[config.mk]
export PLATFORM = sky130hd
export DESIGN_NAME = ibsl_limiter
export DESIGN_NICKNAME = d
export VERILOG_FILES = /design/src/hdl/ibsl_pkg.sv /design/src/hdl/ibsl_limiter.sv
export SDC_FILE = /design/constraint.sdc
export NUM_CORES = 2
export LEC_CHECK = 0
export BUFFER_PORTS_ARGS = -buffer_cell sky130_fd_sc_hd__buf_2
export CAP_MARGIN = 0
export CORE_AREA = 2 2 184 321
export DETAILED_ROUTE_END_ITERATION = 8
export DIE_AREA = 0 0 186 323
export HOLD_SLACK_MARGIN = 0.12
export MAX_ROUTING_LAYER = met4
export PLACE_DENSITY = 0.7
export SYNTH_ARGS = -nofsm -noshare
export SYNTH_HDL_FRONTEND = slang
export SYNTH_SLANG_ARGS = --single-unit
[constraint.sdc]
create_clock -name clock -period 10.8 [get_ports clock]
set_input_delay 0.54 -clock clock [delete_from_list [all_inputs] [get_ports clock]]
set_output_delay 0.54 -clock clock [all_outputs]
set_load 0.1 [all_outputs]
[src/hdl/ibsl_pkg.sv]
package ibsl_pkg;

    // ****************************************************************
    // widths and counts
    // ****************************************************************
    localparam int          PCT_W        = 7;       // percent 0..100
    localparam int          N_LOCAL      = 4;       // inputs 2..5
    localparam int          N_REMOTE     = 28;      // inputs 6..33
    localparam int          N_SLOT       = 5;       // slots A..E
    localparam int          SRC_W        = 6;
    localparam int          CNT_W        = 9;
    localparam int          PRE_W        = 15;
    localparam int          ADDR_W       = 8;

    // ****************************************************************
    // timing: 20 MHz clock, debounce in 50 ms steps up to 400 ms
    // ****************************************************************
    localparam int          CLK_PERIOD_NS  = 50;
    localparam int          MS_NS          = 1000000;
    localparam int          CYCLES_PER_MS  = MS_NS / CLK_PERIOD_NS;
    localparam logic [CNT_W-1:0] DEB_STEP_MS = 9'h032;  // 50 ms
    localparam logic [3:0]  DEB_CODE_MAX = 4'h8;        // 400 ms

    // ****************************************************************
    // source numbering and limits
    // ****************************************************************
    localparam logic [SRC_W-1:0] SRC_OFF    = 6'h00;
    localparam logic [SRC_W-1:0] SRC_FIRST  = 6'h02;
    localparam logic [SRC_W-1:0] SRC_LAST   = 6'h21;    // input 33
    localparam logic [SRC_W-1:0] SRC_REMOTE = 6'h06;
    localparam logic [PCT_W-1:0] PCT_FULL   = 7'h64;    // 100 %
    localparam logic [PCT_W-1:0] PCT_ZERO   = 7'h00;

    // ****************************************************************
    // register map, byte addresses
    // ****************************************************************
    localparam logic [ADDR_W-1:0] REG_CTRL   = 8'h00;
    localparam logic [ADDR_W-1:0] REG_STATUS = 8'h04;
    localparam logic [ADDR_W-1:0] REG_THR    = 8'h10;   // 4 words
    localparam logic [ADDR_W-1:0] REG_ASSIGN = 8'h20;   // 5 words
    localparam logic [ADDR_W-1:0] REG_LIMIT  = 8'h40;   // 5 words

    // ctrl bits
    localparam int          CTRL_ENTRY2  = 0;
    localparam int          CTRL_ENTRY3  = 1;
    localparam int          CTRL_LATCH   = 2;
    localparam int          CTRL_ALARM   = 3;
    localparam int          CTRL_W       = 4;

    // threshold word fields, limit word uses byte k for band k
    localparam int          THR_LOW_LSB  = 0;
    localparam int          THR_MID_LSB  = 8;
    localparam int          THR_UP_LSB   = 16;
    localparam int          THR_DEB_LSB  = 24;
    localparam int          BYTE_W       = 8;

    // status fields
    localparam int          ST_BANDS_LSB = 0;
    localparam int          ST_SPEED_LSB = 8;
    localparam int          ST_FULL      = 16;
    localparam int          ST_LATCHED   = 17;
    localparam int          ST_DRIVE     = 18;

    // reset values
    localparam logic [31:0] THR_RST      = 32'h0000_0000;
    localparam logic [31:0] LIMIT_RST    = 32'h6464_6464;

    typedef logic [1:0] ibsl_band_t;

    typedef enum logic [1:0] {
        BUS_IDLE = 2'b00,
        BUS_ACK  = 2'b01
    } ibsl_bus_t;

endpackage

[src/hdl/ibsl_limiter.sv]
`timescale 1ns/100ps
// Operation
// - input 2 may be sampled only at drive entry
// - input 3 has its own entry-sample option
// - option off: input evaluated continuously
// - each local input: three thresholds, debounce
// - lower threshold splits band 0/1, 0..100%
// - middle threshold splits band 1/2, 0..100%
// - upper threshold splits band 2/3, 0..100%
// - new band only after stable debounce time
// - five drive-inhibit slots, any input source
// - slot source is off or 2..33
// - slot set off never becomes active
// - slot follows band of chosen input
// - four speed limits per slot, per band
// - zero limit: full inhibit, brakes held
// - nonzero limit caps speed at that value
// - non-latching: drive resumes when cause leaves
// - latching: inhibit held until power cycle
// - alarm option sounds during full inhibit
// - level maps to exactly one of four bands
module ibsl_limiter
    import ibsl_pkg::*;
#(
    parameter int CYC_MS = CYCLES_PER_MS
) (
    // clock and reset
    input  wire logic                       clock,
    input  wire logic                       srst,
    // avalon-mm slave
    input  wire logic [ADDR_W-1:0]          avs_address,
    input  wire logic                       avs_read,
    input  wire logic                       avs_write,
    input  wire logic [3:0]                 avs_byteenable,
    input  wire logic [31:0]                avs_writedata,
    output logic [31:0]                     avs_readdata,
    output logic                            avs_waitrequest,
    // inhibit levels and drive mode
    input  wire logic [N_LOCAL*PCT_W-1:0]   local_level,
    input  wire logic [N_REMOTE*2-1:0]      remote_band,
    input  wire logic                       drive_mode,
    // drive limiting results
    output logic [PCT_W-1:0]                speed_limit,
    output logic                            full_inhibit,
    output logic                            brake_hold,
    output logic                            inhibit_alarm,
    output logic [N_SLOT-1:0]               slot_active
);

    // ****************************************************************
    // decoding functions
    // ****************************************************************
    // level below a threshold stays in the lower band
    function automatic ibsl_band_t classify(input logic [PCT_W-1:0] lvl,
                                            input logic [31:0] thr);
        if (lvl < thr[THR_LOW_LSB +: PCT_W])      classify = 2'h0;
        else if (lvl < thr[THR_MID_LSB +: PCT_W]) classify = 2'h1;
        else if (lvl < thr[THR_UP_LSB +: PCT_W])  classify = 2'h2;
        else                                      classify = 2'h3;
    endfunction

    function automatic logic src_valid(input logic [SRC_W-1:0] src);
        src_valid = (src >= SRC_FIRST) && (src <= SRC_LAST);
    endfunction

    // word slot inside an array of registers, or -1 if out of range
    function automatic int word_idx(input logic [ADDR_W-1:0] a,
                                    input logic [ADDR_W-1:0] base, input int n);
        int d;
        d = (int'(a) - int'(base)) >> 2;
        word_idx = (a >= base && d < n && a[1:0] == 2'h0) ? d : -1;
    endfunction

    function automatic logic [31:0] merge(input logic [31:0] old,
                                          input logic [31:0] nw, input logic [3:0] be);
        merge = old;
        for (int b = 0; b < 4; b++) begin
            if (be[b]) merge[b*BYTE_W +: BYTE_W] = nw[b*BYTE_W +: BYTE_W];
        end
    endfunction

    // ****************************************************************
    // state
    // ****************************************************************
    ibsl_bus_t                 bus_r, bus_nxt;
    logic                      wreq_r, wreq_nxt;
    logic [31:0]               rdata_r, rdata_nxt;
    logic                      wr_en;
    logic [CTRL_W-1:0]         ctrl_r, ctrl_nxt;
    logic [31:0]               thr_r [N_LOCAL];
    logic [31:0]               thr_nxt [N_LOCAL];
    logic [SRC_W-1:0]          assign_r [N_SLOT];
    logic [SRC_W-1:0]          assign_nxt [N_SLOT];
    logic [31:0]               limit_r [N_SLOT];
    logic [31:0]               limit_nxt [N_SLOT];
    logic [PRE_W-1:0]          pre_r, pre_nxt;
    logic                      tick_r, tick_nxt;
    ibsl_band_t                cand_r [N_LOCAL];
    ibsl_band_t                cand_nxt [N_LOCAL];
    ibsl_band_t                stable_r [N_LOCAL];
    ibsl_band_t                stable_nxt [N_LOCAL];
    logic [CNT_W-1:0]          cnt_r [N_LOCAL];
    logic [CNT_W-1:0]          cnt_nxt [N_LOCAL];
    logic [CNT_W-1:0]          target [N_LOCAL];
    ibsl_band_t                held_r [2];
    ibsl_band_t                held_nxt [2];
    ibsl_band_t                use_band [N_LOCAL];
    logic                      drive_d_r;
    logic [PCT_W-1:0]          eff_lim;
    logic [PCT_W-1:0]          slot_lim [N_SLOT];
    logic [N_SLOT-1:0]         act;
    logic                      latch_r, latch_nxt;
    logic [PCT_W-1:0]          speed_r, speed_nxt;
    logic                      full_r, full_nxt;
    logic                      alarm_r, alarm_nxt;
    logic [N_SLOT-1:0]         act_r;
    logic [31:0]               rd_mux;

    // ****************************************************************
    // bus slave: one wait cycle, then answer
    // ****************************************************************
    // read mux; unmapped addresses read as zero
    always_comb begin
        int i;
        i = 0;
        rd_mux = 32'h0000_0000;
        if (avs_address == REG_CTRL) begin
            rd_mux[CTRL_W-1:0] = ctrl_r;
        end else if (avs_address == REG_STATUS) begin
            for (int j = 0; j < N_LOCAL; j++) rd_mux[ST_BANDS_LSB + 2*j +: 2] = use_band[j];
            rd_mux[ST_SPEED_LSB +: PCT_W] = speed_r;
            rd_mux[ST_FULL]               = full_r;
            rd_mux[ST_LATCHED]            = latch_r;
            rd_mux[ST_DRIVE]              = drive_d_r;
        end else begin
            i = word_idx(avs_address, REG_THR, N_LOCAL);
            if (i >= 0) rd_mux = thr_r[i];
            i = word_idx(avs_address, REG_ASSIGN, N_SLOT);
            if (i >= 0) rd_mux[SRC_W-1:0] = assign_r[i];
            i = word_idx(avs_address, REG_LIMIT, N_SLOT);
            if (i >= 0) rd_mux = limit_r[i];
        end
    end

    // bus fsm: a write lands at the edge where waitrequest is seen low
    always_comb begin
        bus_nxt   = bus_r;
        wreq_nxt  = 1'b1;
        rdata_nxt = rdata_r;
        wr_en     = 1'b0;
        case (bus_r)
            BUS_IDLE: begin
                if (avs_read || avs_write) begin
                    bus_nxt   = BUS_ACK;
                    wreq_nxt  = 1'b0;
                    rdata_nxt = avs_read ? rd_mux : 32'h0000_0000;
                end
            end
            BUS_ACK: begin
                bus_nxt = BUS_IDLE;
                wr_en   = avs_write;
            end
            default: begin
                bus_nxt = BUS_IDLE;
            end
        endcase
    end

    // configuration writes; values over range are kept but clamped in use
    always_comb begin
        int i;
        i = 0;
        ctrl_nxt   = ctrl_r;
        thr_nxt    = thr_r;
        assign_nxt = assign_r;
        limit_nxt  = limit_r;
        if (wr_en) begin
            if (avs_address == REG_CTRL && avs_byteenable[0]) begin
                ctrl_nxt = avs_writedata[CTRL_W-1:0];
            end
            i = word_idx(avs_address, REG_THR, N_LOCAL);
            if (i >= 0) thr_nxt[i] = merge(thr_r[i], avs_writedata, avs_byteenable);
            i = word_idx(avs_address, REG_ASSIGN, N_SLOT);
            if (i >= 0 && avs_byteenable[0]) assign_nxt[i] = avs_writedata[SRC_W-1:0];
            i = word_idx(avs_address, REG_LIMIT, N_SLOT);
            if (i >= 0) limit_nxt[i] = merge(limit_r[i], avs_writedata, avs_byteenable);
        end
    end

    // ****************************************************************
    // band detection and debounce
    // ****************************************************************
    // millisecond tick from the system clock
    always_comb begin
        tick_nxt = 1'b0;
        pre_nxt  = pre_r + 1'b1;
        if (pre_r == PRE_W'(CYC_MS - 1)) begin
            pre_nxt  = '0;
            tick_nxt = 1'b1;
        end
    end

    // any raw change restarts the stable count; zero time passes at once
    always_comb begin
        ibsl_band_t raw;
        logic [3:0] code;
        raw  = 2'h0;
        code = 4'h0;
        for (int j = 0; j < N_LOCAL; j++) begin
            raw        = classify(local_level[j*PCT_W +: PCT_W], thr_r[j]);
            code       = thr_r[j][THR_DEB_LSB +: 4];
            if (code > DEB_CODE_MAX) code = DEB_CODE_MAX;
            target[j]  = CNT_W'(code * DEB_STEP_MS);
            cand_nxt[j]   = cand_r[j];
            stable_nxt[j] = stable_r[j];
            cnt_nxt[j]    = cnt_r[j];
            if (raw != cand_r[j]) begin
                cand_nxt[j] = raw;
                cnt_nxt[j]  = '0;
            end else if (cnt_r[j] >= target[j]) begin
                stable_nxt[j] = cand_r[j];
            end else if (tick_r) begin
                cnt_nxt[j] = cnt_r[j] + 1'b1;
            end
        end
    end

    // inputs 2 and 3 may be frozen at drive entry; the entry cycle
    // itself still sees the live band so nothing is lost at the edge
    always_comb begin
        for (int j = 0; j < 2; j++) begin
            held_nxt[j] = (drive_mode && !drive_d_r) ? stable_r[j] : held_r[j];
        end
        use_band[0] = (ctrl_r[CTRL_ENTRY2] && drive_d_r) ? held_r[0] : stable_r[0];
        use_band[1] = (ctrl_r[CTRL_ENTRY3] && drive_d_r) ? held_r[1] : stable_r[1];
        use_band[2] = stable_r[2];
        use_band[3] = stable_r[3];
    end

    // ****************************************************************
    // slots and drive limiting
    // ****************************************************************
    // lowest limit of the active slots; over-range limits read as full
    always_comb begin
        ibsl_band_t       b;
        logic [PCT_W-1:0] l;
        int               n;
        b       = 2'h0;
        l       = PCT_ZERO;
        n       = 0;
        eff_lim = PCT_FULL;
        for (int k = 0; k < N_SLOT; k++) begin
            act[k] = src_valid(assign_r[k]);
            n      = int'(assign_r[k]) - int'(SRC_FIRST);
            if (!act[k])                        b = 2'h0;
            else if (assign_r[k] < SRC_REMOTE)  b = use_band[n[1:0]];
            else b = remote_band[(int'(assign_r[k]) - int'(SRC_REMOTE))*2 +: 2];
            l = limit_r[k][int'(b)*BYTE_W +: PCT_W];
            if (l > PCT_FULL) l = PCT_FULL;
            slot_lim[k] = l;
            if (act[k] && l < eff_lim) eff_lim = l;
        end
    end

    // full inhibit on zero limit; latched copy is cleared by reset only
    always_comb begin
        latch_nxt = latch_r | ((eff_lim == PCT_ZERO) & ctrl_r[CTRL_LATCH]);
        full_nxt  = (eff_lim == PCT_ZERO) | latch_r;
        speed_nxt = full_nxt ? PCT_ZERO : eff_lim;
        alarm_nxt = full_nxt & ctrl_r[CTRL_ALARM];
    end

    // ****************************************************************
    // registers
    // ****************************************************************
    always_ff @(posedge clock) begin
        if (srst) begin
            bus_r     <= BUS_IDLE;
            wreq_r    <= 1'b1;
            rdata_r   <= 32'h0000_0000;
            ctrl_r    <= '0;
            pre_r     <= '0;
            tick_r    <= 1'b0;
            drive_d_r <= 1'b0;
            latch_r   <= 1'b0;
            speed_r   <= PCT_FULL;
            full_r    <= 1'b0;
            alarm_r   <= 1'b0;
            act_r     <= '0;
            for (int j = 0; j < N_LOCAL; j++) begin
                thr_r[j]    <= THR_RST;
                cand_r[j]   <= 2'h0;
                stable_r[j] <= 2'h0;
                cnt_r[j]    <= '0;
            end
            for (int j = 0; j < 2; j++) held_r[j] <= 2'h0;
            for (int k = 0; k < N_SLOT; k++) begin
                assign_r[k] <= SRC_OFF;
                limit_r[k]  <= LIMIT_RST;
            end
        end else begin
            bus_r     <= bus_nxt;
            wreq_r    <= wreq_nxt;
            rdata_r   <= rdata_nxt;
            ctrl_r    <= ctrl_nxt;
            pre_r     <= pre_nxt;
            tick_r    <= tick_nxt;
            drive_d_r <= drive_mode;
            latch_r   <= latch_nxt;
            speed_r   <= speed_nxt;
            full_r    <= full_nxt;
            alarm_r   <= alarm_nxt;
            act_r     <= act;
            thr_r     <= thr_nxt;
            cand_r    <= cand_nxt;
            stable_r  <= stable_nxt;
            cnt_r     <= cnt_nxt;
            held_r    <= held_nxt;
            assign_r  <= assign_nxt;
            limit_r   <= limit_nxt;
        end
    end

    // outputs straight from flops
    assign avs_waitrequest = wreq_r;
    assign avs_readdata    = rdata_r;
    assign speed_limit     = speed_r;
    assign full_inhibit    = full_r;
    assign brake_hold      = full_r;
    assign inhibit_alarm   = alarm_r;
    assign slot_active     = act_r;
endmodule

Word level (Yosys, flattened, before mapping) --
Cells that the tools add are included.
Cells by class: $add $sub $neg 18, $mul 4, divide/modulo/power cells 0, order comparisons 65, eq/ne operators 6, shift-type cells 10, muxes and demuxes 112, bitwise operators 21, reductions and logical operators 50
Operators by type and width (count):
- 32-bit two-way mux | 12
- 56-bit by 8-bit indexed part select with 2-bit output | 5
- 8-bit two-way mux | 24
- 160-bit bitwise mux | 1
- 32-bit by 6-bit indexed part select with 7-bit output | 5
- 128-bit bitwise mux | 1
- 7-bit less-than comparator | 16
- 32-bit binary-select mux with 3-bit select | 1
- 32-bit demux with 3-bit select | 1
- 32-bit by 1-bit >= comparator with 1-bit output, second input constant | 3
- 32-bit by 1-bit less-than comparator with 1-bit output, second input constant | 3
- 32-bit inverter | 3
- 30-bit by 3-bit less-than comparator with 1-bit output, second input constant | 3
- 7-bit two-way mux | 11
- 32-bit binary-select mux with 2-bit select | 1
- 32-bit demux with 2-bit select | 1
- 32-bit by 4-bit >= comparator with 1-bit output, second input constant | 2
- 2-bit two-way mux | 30
- 9-bit by 1-bit adder with 9-bit output, second input constant | 4
- 9-bit >= comparator | 4
- 7-bit > comparator, second input constant | 5
- 6-bit by 3-bit subtractor with 7-bit output, second input constant | 5
- 32-bit by 3-bit >= comparator with 1-bit output, second input constant | 1
- 4-bit by 5-bit multiplier with 8-bit output, second input constant | 4
- 40 further kinds | 140
Storage, ports and cells: register bits 444, latch bits 0, memory bits (writable) 0, bits in read-only memories 0, word-level logic and storage cells 327, memories 0

Logic depth before layout (Yosys ltp) --
word-level depth 28, depth in mapped cells 53

Least setup slack after synthesis --
No wires, ideal clock.
path type register -> register, start point register assign_r[20] in the netlist's numbering, end point register speed_r[5] (netlist: speed_limit[5]), library setup time 120 ps, arrival time 9969 ps, setup slack 711 ps, cell stages (with the launch flop) 50, buffers on the path 3, period minus slack after synthesis 10089 ps, cell sequence dfxtp_1 > ha_1 > xnor2_2 > mux2_2 > a21oi_1 > o22ai_2 > a21o_1 > buf_4 > a2111oi_0 > a31oi_1 > o31ai_1 > a31oi_1 > a311oi_1 > ha_1 > a41oi_1 > nand3_1 > inv_1 > nand2_1 > [... 14 more ...] > and4_1 > and2_1 > nand2_1 > nand4_1 > o41ai_4 > nor3_1 > nand2b_1 > ha_1 > a21o_1 > a21oi_1 > nor2b_1 > nor3_1 > o21a_1 > a41oi_1 > buf_2 > o21ai_0 > a21oi_1 > or2_1
Between the ends: cells in the longest elaborated chain, start to end 22
Ends and longest elaborated chain:
- from (decl) | RTL line ibsl_limiter.sv:92 | logic [SRC_W-1:0] assign_r [N_SLOT];
- from (signal assigned) | RTL line ibsl_limiter.sv:319 | assign_r <= assign_nxt;
- 6-bit by 3-bit subtractor with 7-bit output | RTL line ibsl_limiter.sv:257 | else b = remote_band[(int'(assign_r[k]) - int'(SRC_REMOTE))*2 +: 2];
- 56-bit by 8-bit indexed part select with 2-bit output | RTL line ibsl_limiter.sv:257
- 2-bit two-way mux | RTL line ibsl_limiter.sv:256 | else if (assign_r[k] < SRC_REMOTE) b = use_band[n[1:0]];
- 2-bit two-way mux | RTL line ibsl_limiter.sv:255 | if (!act[k]) b = 2'h0;
- 32-bit by 6-bit indexed part select with 7-bit output | RTL line ibsl_limiter.sv:258 | l = limit_r[k][int'(b)*BYTE_W +: PCT_W];
- 7-bit > comparator | RTL line ibsl_limiter.sv:259 | if (l > PCT_FULL) l = PCT_FULL;
- 7-bit two-way mux | RTL line ibsl_limiter.sv:259
- 7-bit less-than comparator | RTL line ibsl_limiter.sv:261 | if (act[k] && l < eff_lim) eff_lim = l;
- [... 6 more ...]
- 1-bit logical AND | RTL line ibsl_limiter.sv:261
- 7-bit two-way mux (*) | RTL line ibsl_limiter.sv:261
- 7-bit less-than comparator | RTL line ibsl_limiter.sv:261
- 1-bit logical AND | RTL line ibsl_limiter.sv:261
- 7-bit two-way mux (*) | RTL line ibsl_limiter.sv:261
- 7-bit logical NOT | RTL line ibsl_limiter.sv:268 | full_nxt = (eff_lim == PCT_ZERO) | latch_r;
- 1-bit OR | RTL line ibsl_limiter.sv:268
- 7-bit two-way mux (*) | RTL line ibsl_limiter.sv:269 | speed_nxt = full_nxt ? PCT_ZERO : eff_lim;
- to (signal assigned) | RTL line ibsl_limiter.sv:310 | speed_r <= speed_nxt;
- to (decl) | RTL line ibsl_limiter.sv:113 | logic [PCT_W-1:0] speed_r, speed_nxt;
Every way passes the cells marked *; elsewhere a longest branch is shown, timed or not. A chain may end at the register's enable or synchronous reset.

Worst setup path in the final report --
start point register assign_r[19] in the netlist's numbering, end point register latch_r
Between the ends: cells in the longest elaborated chain, start to end 25
Ends and longest elaborated chain:
- branches (longest 12 deep; another with 6-bit by 3-bit subtractor with 7-bit output)
- 7-bit two-way mux (*) | RTL line ibsl_limiter.sv:261
- 7-bit less-than comparator | RTL line ibsl_limiter.sv:261
- 1-bit logical AND | RTL line ibsl_limiter.sv:261
- 7-bit two-way mux (*) | RTL line ibsl_limiter.sv:261
- 7-bit less-than comparator | RTL line ibsl_limiter.sv:261
- 1-bit logical AND | RTL line ibsl_limiter.sv:261
- 7-bit two-way mux (*) | RTL line ibsl_limiter.sv:261
- 7-bit less-than comparator | RTL line ibsl_limiter.sv:261
- 1-bit logical AND | RTL line ibsl_limiter.sv:261
- 7-bit two-way mux (*) | RTL line ibsl_limiter.sv:261
- 7-bit logical NOT (*) | RTL line ibsl_limiter.sv:267 | latch_nxt = latch_r | ((eff_lim == PCT_ZERO) & ctrl_r[CTRL_LATCH]);
- 1-bit bitwise AND (*) | RTL line ibsl_limiter.sv:267
- 1-bit OR (*) | RTL line ibsl_limiter.sv:267
- to (signal assigned) | RTL line ibsl_limiter.sv:309 | latch_r <= latch_nxt;
- to (decl) | RTL line ibsl_limiter.sv:112 | logic latch_r, latch_nxt;
Every way passes the cells marked *. The select of a mux whose other input is x is not followed.

==> results.toml <==
[status]
status = "finished, final reports clean"

[yosys]
synthAdderAreaFrac_pct = 7.80
ys_top_cells_by_area = "dfxtp_1, nand2_1, ha_1, a21oi_1, mux4_2"
synthMuxAreaShare_pct = 11.9
synthSimpleGateAreaFrac_pct = 19.2
ys_ff_latch = 444
synth_compound_area_share_pct = 21.6
synth_nets = 3826
synth_area_per_cell_um2 = 8.09
synthCells = 3518
synth_ff_type = "dfxtp_1"
yosysUniqueCellTypes = 106
async_flop_share_pct = 0
synth_top_area_share_pct = 31.2
synth_edf_count = 0
yosys.area.top_type = "dfxtp_1"
ys.warnings.count = 0
ys_seq_area_share_pct = 31.2
synth_top_family_by_area = "compound AO/OA/AOI/OAI gates"
synth_area_um2 = 28500
synth_xor_area_share_pct = 2.66

[worst_setup_path]
path_delay_family = "compound AO/OA/AOI/OAI gates"
crit_type = "reg2reg"
critPathArrivalTime_ps = 10580
cp-end-kind = "register"
r2r_slack_ps = 720
worstPathMaxFanout = 8
cp_slowest_cell = "mux2_2"
start_kind = "register"
crit_required_ps = 11300
critPathMaxStageDelay_ps = 420
path_buf_inv = 5

[pwr]
combPwrFrac_pct = 8.5
swShare_pct = 25.8
p_leak_nw = 12.3
power_frac_seq_pct = 45.9
p_per_area_nw_per_um2 = 113
p_clk_share_pct = 45.6
peakVddDrop_v = 0.000150
p_int_mw = 2.67
switchingPower_mw = 0.928

[global_route]
top_usage_layer = "met2"
grt_remaining_overflow = 0
use_met3_pct = 5.43
grt_max_degree = 106
grt_pass1_wl_um = 163000
met1_usage_pct = 41.0
grtUsageTotal_pct = 37.2
antenna_found_initial = 2
use_met2_pct = 60.0
grt_pass1_vias = 26900

[layout]
final_cell_mix = "nand2_1, dfxtp_1, a21oi_1"
fin_area_um2 = 31800
area_delta_synth_final_pct = 11.8
multi_input_area_um2 = 18200
fin_cells = 4425
drive_gt1_share_pct = 14.8
regArea_um2 = 8890
final_common_cell = "nand2_1"
nets = 3926
fillers = 5526

[timing]
worst_pin_slew_ps = 1220
slew-limit-headroom_pct = 17.9
final.setup.tns_ps = 0
setup_viol = 0
grt_setup_unrepaired = "no"
finalCritPeriodShare_pct = 93.3
hold_slack_ps = 255
skew_ps = 27.3
hold_violations = 0
fmax_mhz = 99.2
slew_viol_final = 0
min_period_ps = 10080

[detailed_routing]
firstDrtPassIters = 8
vias = 28200
drt-total-wl_um = 110000
route.detailed.drc = 0
ant_nets = 0
wl_per_cell_um = 24.8
viasPerCell = 6.36
initialDrtViolationCount = 2820

[die]
fp.coreArea_um2 = 57800
initial_core_util_pct = 49.2
die_x_um = 186
io_pins = 181
die_area_um2 = 60100
dieHeight_um = 323
rows = 117

[placed_design]
place_hpwl_um = 81100
post_dp_cell_area_um2 = 30200
portBuffers = 180
placed_cells = 4339
gp_congestion = 1.01

[cts]
clockRootBuffer = "clkbuf_16"
cts_sinks = 444
cts_buffers = 45
clk_latency_ps = 590
cts_tree = "yes"
clockBufferDepth = 3
postCtsHoldBufs = 0
h-tree-depth = 2
clkTransAtPathRegs_ps = 70

[job]
drv_cap = 0

[worst_hold_path]
holdCritPathClass = "in2reg"
what timing repair did:
item,CTS,global route
endpoints found under the setup margin,0,10
gates resized for setup,0,24
buffers inserted,0,5
sequential cells by signal, summed over array words and instances, names as in the netlist:
register and cells:
avs_waitrequest 1, stable_r 8, slot_active 5, pre_r 15, cnt_r 36, inhibit_alarm 1, avs_readdata 32, tick_r 1
cand_r 8, latch_r 1, speed_limit 7, limit_r 160, drive_d_r 1, thr_r 128, brake_hold 1, assign_r 30
ctrl_r 4, bus_r 1, held_r 4
metrics by stage:
step	setup WS [ps]	total power [mW]	util [%]
detailed placement	224	1.98	52.2
finish	724	3.60	55.0
global placement	321	1.98	52.2
CTS	236	3.59	54.8
global route	15.2	3.68	55.0
floorplan	711	1.85	-
cell families (layout without fill, tap and decap cells):
kind of cell | after synthesis | in the layout
other cells | 0 | 2
xor+xnor | 81 | 81
mux | 234 | 234
simple gates | 1259 | 1259
fa+ha+maj | 175 | 175
compound gates | 942 | 942
flops | 444 | 444
buf+inv | 383 | 515
power by group through the flow:
stage               registers [mW]  clock network (mW)  logic, mW
finish                        1.65                1.64      0.305
global route                  1.65                1.71      0.321
CTS                           1.65                1.65      0.295
detailed placement            1.69                   0      0.293
global placement              1.69                   0      0.291
floorplan                     1.69                   0      0.164
layout make-up:
class / count / area share [%]
tap: 773 / 3.04
clock inverter: 18 / 0.688
sequential: 444 / 27.9
multi-input combinational: 2691 / 57.2
inverter: 159 / 1.88
clock buffer: 61 / 4.01
timing repair buffer: 277 / 5.21
antenna: 2 / 0.0157
synthesized netlist by cell type, types with 30 or more instances:
cell        n
o21ai_0    91
a221oi_1   51
nor2b_1    44
clkbuf_1  178
a21o_1     51
dfxtp_1   444
nand2b_1   51
o22ai_1    35
a21oi_1   379
mux4_2     73
ha_1      171
a211oi_1   32
nor3_1     30
inv_1     156
mux2i_1   128
nor2_1    313
nand3_1    66
o211ai_1   71
nand2_1   634
xor2_1     49
per-layer routing:
layer	share of wire, %	vias up	wire (um)
met5	0	-	0
met4	9.7	0	10700
met3	8.9	513	9770
met2	47	1582	51200
met1	35	13300	38000
li1	-	12700	-
worst paths after layout:
| path | from | endpoint | depth (start not counted) |
|---|---|---|---|
| max | assign_r[19] | latch_r | 48 |
| max reg2reg | assign_r[19] | latch_r | 48 |
| min reg2reg | thr_r[98] | thr_r[98] | 2 |
| min | drive_mode | drive_d_r | 2 |
Note: power is estimated with default switching activity, not from simulation.
